<file path="config.mk">
export PLATFORM = sky130hd
export DESIGN_NAME = gqw_top
export DESIGN_NICKNAME = d
export VERILOG_FILES = /design/src/rtl/gqw_top.v
export VERILOG_INCLUDE_DIRS = /design/src /design/src/rtl
export SDC_FILE = /design/constraint.sdc
export NUM_CORES = 1
export LEC_CHECK = 0
export BUFFER_PORTS_ARGS = -buffer_cell sky130_fd_sc_hd__clkbuf_2
export CELL_PAD_IN_SITES_DETAIL_PLACEMENT = 0
export CELL_PAD_IN_SITES_GLOBAL_PLACEMENT = 2
export CORE_UTILIZATION = 36
export CTS_CLUSTER_DIAMETER = 100
export DETAILED_ROUTE_END_ITERATION = 16
export PLACE_DENSITY_LB_ADDON = 0.1
export RECOVER_POWER = 100
export SETUP_SLACK_MARGIN = 0.5
export SLEW_MARGIN = 20
export SYNTH_ARGS = -nofsm -noshare
export SYNTH_HDL_FRONTEND = slang
export SYNTH_SLANG_ARGS = --single-unit
export TNS_END_PERCENT = 5
</file>
<file path="constraint.sdc">
create_clock -name clk -period 2.1 [get_ports clk]
set_clock_uncertainty 0.05 [all_clocks]
set_input_delay 0.42 -clock clk [delete_from_list [all_inputs] [get_ports clk]]
set_output_delay 0.42 -clock clk [all_outputs]
set_load 0.01 [all_outputs]
</file>
<file path="src/rtl/gqw_map.vh">
// constants for the gpio input qualifier and idle wake block
// assumes a single 125 MHz system clock and no software bus
`ifndef GQW_MAP_VH
`define GQW_MAP_VH

`define GQW_PRD_W        8
`define GQW_SEL_SYNC     2'b00
`define GQW_SEL_Q3       2'b01
`define GQW_SEL_Q6       2'b10
`define GQW_SEL_ASYNC    2'b11
`define GQW_SEL_RST      2'b00
`define GQW_GROUP_PINS   8
`define GQW_SAMP_3       3
`define GQW_SAMP_6       6
`define GQW_CFG_DLY      2
`define GQW_RESUME_FAST  12'h014
`define GQW_RESUME_SLEEP 12'h41a
`define GQW_OSC_WAIT     5

`endif

</file>
<file path="src/rtl/gqw_top.v">
// gpio input qualifier with per-group sampling and idle wake sequencing
// assumes pins synchronous-ish inputs, config from core logic, one clock
`timescale 1ns/1ps
`default_nettype none
`include "gqw_map.vh"

module gqw_top #(
    parameter NGRP       = 2,
    parameter RESUME_SLP = `GQW_RESUME_SLEEP
) (
    input  wire                       clk,
    input  wire                       rst_n,
    input  wire [NGRP*8-1:0]          pin_in,
    input  wire [NGRP*8-1:0]          pin_mux_reg,
    input  wire                       cfg_we,
    input  wire [NGRP*16-1:0]         qual_select_reg,
    input  wire [NGRP*8-1:0]          port_ctrl_reg,
    input  wire                       idle_req,
    input  wire                       flash_sleep,
    input  wire                       qual_used,
    input  wire [7:0]                 qual_window,
    input  wire                       irq_enabled,
    input  wire                       watchdog_interrupt,
    input  wire                       external_reset_pin,
    output wire [NGRP*8-1:0]          pin_qual_ff,
    output wire [NGRP*8-1:0]          pin_mux_act,
    output reg                        idle_ff,
    output reg                        resume_ff
);

    localparam ST_RUN  = 2'd0;
    localparam ST_IDLE = 2'd1;
    localparam ST_WAKE = 2'd2;

    // config shadow: writes reach the qualifiers two clocks later
    reg  [NGRP*16-1:0] sel_wr_ff;
    reg  [NGRP*8-1:0]  mux_wr_ff;
    reg  [NGRP*16-1:0] sel_ff;
    reg  [NGRP*8-1:0]  mux_ff;
    reg                cfg_pend_ff;
    reg  [NGRP*16-1:0] nxt_sel_wr;
    reg  [NGRP*8-1:0]  nxt_mux_wr;
    reg  [NGRP*16-1:0] nxt_sel;
    reg  [NGRP*8-1:0]  nxt_mux;
    reg                nxt_cfg_pend;

    always @* begin
        nxt_sel_wr   = sel_wr_ff;
        nxt_mux_wr   = mux_wr_ff;
        nxt_sel      = sel_ff;
        nxt_mux      = mux_ff;
        nxt_cfg_pend = cfg_we;
        if (cfg_we) begin
            nxt_sel_wr = qual_select_reg;
            nxt_mux_wr = pin_mux_reg;
        end
        // staged copy lands one clock after capture
        if (cfg_pend_ff) begin
            nxt_sel = sel_wr_ff;
            nxt_mux = mux_wr_ff;
        end
    end

    always @(posedge clk or negedge rst_n) begin
        if (!rst_n) begin
            sel_wr_ff   <= {NGRP*8{`GQW_SEL_RST}};
            mux_wr_ff   <= {NGRP*8{1'b0}};
            sel_ff      <= {NGRP*8{`GQW_SEL_RST}};
            mux_ff      <= {NGRP*8{1'b0}};
            cfg_pend_ff <= 1'b0;
        end else begin
            sel_wr_ff   <= nxt_sel_wr;
            mux_wr_ff   <= nxt_mux_wr;
            sel_ff      <= nxt_sel;
            mux_ff      <= nxt_mux;
            cfg_pend_ff <= nxt_cfg_pend;
        end
    end

    assign pin_mux_act = mux_ff;

    // two-flop synchroniser for every pin
    reg [NGRP*8-1:0] sync1_ff;
    reg [NGRP*8-1:0] sync2_ff;
    always @(posedge clk or negedge rst_n) begin
        if (!rst_n) begin
            sync1_ff <= {NGRP*8{1'b0}};
            sync2_ff <= {NGRP*8{1'b0}};
        end else begin
            sync1_ff <= pin_in;
            sync2_ff <= sync1_ff;
        end
    end

    genvar g;
    genvar b;
    generate
        for (g = 0; g < NGRP; g = g + 1) begin : grp
            // per-group sample strobe; period 0 gives every clock
            reg  [8:0] cnt_ff;
            reg  [8:0] nxt_cnt;
            wire [7:0] prd = port_ctrl_reg[g*8 +: 8];
            wire [8:0] prd2 = {prd, 1'b0};
            wire       stb = (prd == 8'h00) || (cnt_ff == 9'h000);
            // counter parks at zero in period 0 and is clamped when the period shrinks
            always @* begin
                nxt_cnt = cnt_ff - 9'h001;
                if (prd == 8'h00)
                    nxt_cnt = 9'h000;
                else if (stb || (cnt_ff >= prd2))
                    nxt_cnt = prd2 - 9'h001;
            end
            always @(posedge clk or negedge rst_n) begin
                if (!rst_n)
                    cnt_ff <= 9'h000;
                else
                    cnt_ff <= nxt_cnt;
            end
            for (b = 0; b < 8; b = b + 1) begin : pin
                localparam P = g*8 + b;
                reg  [5:0] hist_ff;
                wire [1:0] sel = sel_ff[2*P +: 2];
                wire [5:0] nxt_hist = {hist_ff[4:0], sync2_ff[P]};
                wire       all1_3 = &nxt_hist[2:0];
                wire       all0_3 = ~|nxt_hist[2:0];
                wire       all1_6 = &nxt_hist;
                wire       all0_6 = ~|nxt_hist;
                reg        q_ff;
                reg        nxt_q;
                assign pin_qual_ff[P] = q_ff;
                always @* begin
                    nxt_q = q_ff;
                    case (sel)
                        `GQW_SEL_SYNC:  nxt_q = sync2_ff[P];
                        `GQW_SEL_Q3: begin
                            if (stb && (all1_3 || all0_3))
                                nxt_q = nxt_hist[0];
                        end
                        `GQW_SEL_Q6: begin
                            if (stb && (all1_6 || all0_6))
                                nxt_q = nxt_hist[0];
                        end
                        `GQW_SEL_ASYNC: nxt_q = pin_in[P];
                        default:        nxt_q = sync2_ff[P];
                    endcase
                end
                always @(posedge clk or negedge rst_n) begin
                    if (!rst_n) begin
                        hist_ff <= 6'h00;
                        q_ff    <= 1'b0;
                    end else begin
                        if (stb)
                            hist_ff <= nxt_hist;
                        q_ff <= nxt_q;
                    end
                end
            end
        end
    endgenerate

    // idle entry, wake on interrupt/watchdog/reset, bounded resume
    reg  [1:0]  st_ff;
    reg  [11:0] rcnt_ff;
    reg  [1:0]  nxt_st;
    reg  [11:0] nxt_rcnt;
    reg         nxt_idle;
    reg         nxt_resume;
    wire        wake = irq_enabled | watchdog_interrupt | external_reset_pin;
    wire [11:0] fast_lim = `GQW_RESUME_FAST;
    wire [11:0] slow_lim = RESUME_SLP[11:0];
    wire [11:0] base_lim = flash_sleep ? slow_lim : fast_lim;
    wire [11:0] lim = qual_used ? base_lim + {4'h0, qual_window} : base_lim;
    wire        lim_hit = (rcnt_ff >= lim - 12'h001);

    always @* begin
        nxt_st     = st_ff;
        nxt_rcnt   = rcnt_ff;
        nxt_idle   = idle_ff;
        nxt_resume = 1'b0;
        case (st_ff)
            ST_RUN: begin
                if (idle_req) begin
                    nxt_st   = ST_IDLE;
                    nxt_idle = 1'b1;
                end
            end
            ST_IDLE: begin
                if (wake) begin
                    nxt_st   = ST_WAKE;
                    nxt_rcnt = 12'h001;
                end
            end
            ST_WAKE: begin
                // resume once the count reaches lim - 1, lim set by flash_sleep, qual_used and qual_window, never beyond the limit
                if (lim_hit) begin
                    nxt_st     = ST_RUN;
                    nxt_idle   = 1'b0;
                    nxt_resume = 1'b1;
                end else begin
                    nxt_rcnt = rcnt_ff + 12'h001;
                end
            end
            default: begin
                nxt_st   = ST_RUN;
                nxt_idle = 1'b0;
            end
        endcase
    end

    always @(posedge clk or negedge rst_n) begin
        if (!rst_n) begin
            st_ff     <= ST_RUN;
            rcnt_ff   <= 12'h000;
            idle_ff   <= 1'b0;
            resume_ff <= 1'b0;
        end else begin
            st_ff     <= nxt_st;
            rcnt_ff   <= nxt_rcnt;
            idle_ff   <= nxt_idle;
            resume_ff <= nxt_resume;
        end
    end

endmodule
`default_nettype wire

</file>
==> metrics.cfg <==
[sta]
maxSlewHeadroom_pct=1.61
worst_hold_slack_ns=0.0453
hold_violations=0
period_minus_slack_ns=3.06
fmax_ghz=0.327
setup_violations=83
period_share_pct=146
fin_ws_ns=-0.959
worst_slew_pin_slew_ns=1.48
setup-tns-final_ns=-17.32
rsz0062_at_grt=yes
drv_slew=0

[placement]
placed_area_mm2=0.0142
gp_congestion=0.743
io_buffers=130
dp_hpwl_um=18000
dp_cells=1629

[route]
vias=8310
via_per_inst=4.89
highest_layer=met5
wl_per_cell_um=15.3
remaining_drc_errors=0
drtAntennaViolNets=0
drt_pass1_iterations=4
drt-total-wl_um=26000
drtIter0Drc=300
wl_met2_um=11000
wl_met1_um=12900
met3WireLength_um=1470

[clock_network]
cts_buffers=29
clock_latency_ns=0.55
clock_path_buffers=3
cts_tree=built
htree_levels=1
clk_pin_slew_ns=0.06
cts_root_buf=clkbuf_16
cts_sinks=259

[grt]
grt_usage_pct=15.6
grt_max_degree=70
grt_pass1_vias=8463
grt_first_pass_wirelength_um=43700
antenna_found_initial=3
grt.overflow.total=0

[floorplan]
initial_core_util_pct=37.0
die_w_um=186
core-area_mm2=0.0329
pin_count=131
die_h_um=186
rows=66
die_area_mm2=0.0345

[pwr]
cellPowerDensity_mw_per_mm2=931
switching_power_w=0.00410
switching_share_pct=28.6
p_leak_nw=6.95
seqPwrFrac_pct=42.9
combPwrFrac_pct=24.0
clockPowerShare_pct=33.2
fin_total_pwr_w=0.0144
ir_drop_v=0.000635
p_int_w=0.0103

[yosys]
synth_cell_types=61
yosysTopAreaCellShare_pct=53.3
synth_ff_type=dfrtp_1
synth_edf_count=0
yosys_warnings=0
yosys-top-cells-area=dfrtp_1 (53%), mux2_2 (16%), ha_1 (3.8%), nor2_1 (1.8%), nand3_1 (1.7%)
ys_ff_latch=259
seq_area_frac_synth_pct=53.3
syn_inst=983
synthArstFlopShare_pct=100
synth_top_cell_by_area=dfrtp_1
syn_area_mm2=0.0122
synth_area_per_cell_um2=12.4

[cells_and_area]
fin_nets=1372
finalNonFillerCells=1700
drive_gt1_share_pct=36.4
final_area_mm2=0.0154
area_growth_pct=26.8

[critical_path]
cpMostUsedCell=a21oi_2
cp_max_fo=8
crit_family=simple AND/OR/NAND/NOR gates
cp-start-kind=input port
critPathSlowestCell=or4b_4
path_buf_inv=3
required_ns=2.53
cp_cell_sequence=clkbuf_16 -> ha_4 -> inv_2 -> fa_2 -> nor2b_2 -> or4_4 -> nand3_2 -> nand3_1 -> nand3b_1 -> xor2_1 -> ha_1 -> a21oi_2 -> o21ai_1 -> a21oi_2 -> o211ai_1 -> buf_4 -> or4b_4 -> a21oi_2
worstSetupPathType=in -> reg
endpoint_kind=flip-flop
worst_ep_arrival_time_ns=3.49
max_stage_delay_ns=0.48

[status]
status=finished with violations
violations=setup timing

[run]
drv_cap=0

[worst_hold_path]
hold_path.class=in -> reg

==> synth_stat cells, types with 2 or more instances <==
cell,instances
or3b_2,2
nor2b_1,10
o32ai_1,3
ha_1,37
buf_2,7
o211ai_1,6
nand2b_1,19
nor4_1,18
nor3b_1,13
clkbuf_1,12
or3_1,9
nand2_1,28
mux2_2,177
a211oi_2,2
inv_1,29
a21o_1,3
o22ai_1,14
dfrtp_1,259
a21oi_1,33
buf_1,8
a211oi_1,25
mux2i_1,20
o21ai_0,11
nor3_1,10
o221ai_1,2
o31ai_1,7
xnor2_1,20
buf_6,2
and2_1,2
a22oi_1,4
maj3_1,12
or4_1,8
o21a_1,4
o31a_1,12
buf_4,16
nand4_1,8
xor2_1,8
nand3_1,41
nor4_4,2
nor2_1,58
a211o_1,2
==> final cells by class <==
| type | instances | area [µm²] |
|---|---|---|
| fill | 3186 | 17400 |
| sequential | 259 | 6480 |
| multi-input combinational | 651 | 5630 |
| timing repair buffer | 267 | 1750 |
| clock buffer | 41 | 801 |
| tap | 442 | 553 |
| inverter | 29 | 109 |
| clock inverter | 9 | 87.6 |
| antenna | 2 | 5.00 |
==> stage by stage <==
| stage | util (%) | setup WS (ns) |
|---|---|---|
| after global routing | 46.9 | -1.14 |
| final | 46.9 | -0.959 |
| after floorplan | - | -1.23 |
| after CTS | 47.0 | -0.956 |
| after detailed placement | 43.1 | -1.63 |
| after global placement | 43.1 | -1.58 |
==> power by group through the flow <==
stage                     clock, W  sequential, W  combinational (W)
after floorplan                  0        0.00619            0.00211
after global placement           0        0.00624            0.00337
after detailed placement         0        0.00624            0.00340
after CTS                  0.00495        0.00617            0.00352
after global routing       0.00516        0.00626            0.00389
final                      0.00476        0.00616            0.00344
==> cell usage in the layout, fill, tap and decap left out, types with 30 or more instances in the layout <==
cell type  netlist  layout
buf_4           16     105
clkbuf_1        12      58
clkbuf_16        0      30
clkbuf_2         0      82
dfrtp_1        259     258
ha_1            37      35
mux2_2         177     129
mux2_4           0      48
nand3_1         41      40
nor2_1          58      55
==> final timing paths <==
| check | endpoint | slack, ns | startpoint | depth (start not counted) |
|---|---|---|---|---|
| worst max register to register | grp[1].pin[2].q_ff$_DFFE_PN0P_ | -0.19 | grp[1].cnt_ff[4]$_DFF_PN0_ | 7 |
| max in group asynchronous | grp[1].pin[3].q_ff$_DFFE_PN0P_ | 0.20 | rst_n | 3 |
| worst max-delay path | rcnt_ff[9]$_DFFE_PN0P_ | -0.96 | flash_sleep | 18 |
| worst min register to register | sync2_ff[0]$_DFF_PN0_ | 0.29 | sync1_ff[0]$_DFF_PN0_ | 0 |
| min in group asynchronous | grp[0].cnt_ff[3]$_DFF_PN0_ | 0.58 | rst_n | 2 |
| worst min-delay path | sel_wr_ff[9]$_DFFE_PN0P_ | 0.05 | qual_select_reg[9] | 2 |
==> flip-flops by register name, summed over array words and instances (netlist names) <==
name and count:
cfg_pend_ff 1, grp.cnt_ff 18, grp.pin.hist_ff 80, grp.pin.q_ff 16
idle_ff 1, mux_wr_ff 16, pin_mux_act 16, rcnt_ff 12
resume_ff 1, sel_ff 32, sel_wr_ff 32, st_ff 2
sync1_ff 16, sync2_ff 16
==> per-layer routing <==
layer	up-vias	track usage (%)
li1	4103	-
met1	4031	22.7
met2	132	23.1
met3	40	4.07
met4	4	3.70
met5	-	0
==> cells by family after synthesis <==
family / Yosys count / share of synthesized area [%]
adder cells (fa/ha/maj): 50 / 4.96
flip-flops: 259 / 53.3
AND/OR/NAND/NOR: 238 / 10.7
multiplexers: 197 / 18.0
other: 1 / 0.0308
buffers and inverters: 74 / 2.97
AO/OA/AOI/OAI: 136 / 7.96
XOR/XNOR: 28 / 2.02
==> timing repair <==
action / in CTS / in global routing
pin swaps: 20 / 4
gates resized for setup: 55 / 36
hold endpoints to repair: 275 / 0
gates cloned: 0 / 0
hold buffers: 17 / 0
setup endpoints to repair: 130 / 133
buffers inserted: 2 / 0
No activity file was read; power rests on OpenSTA's default activity.
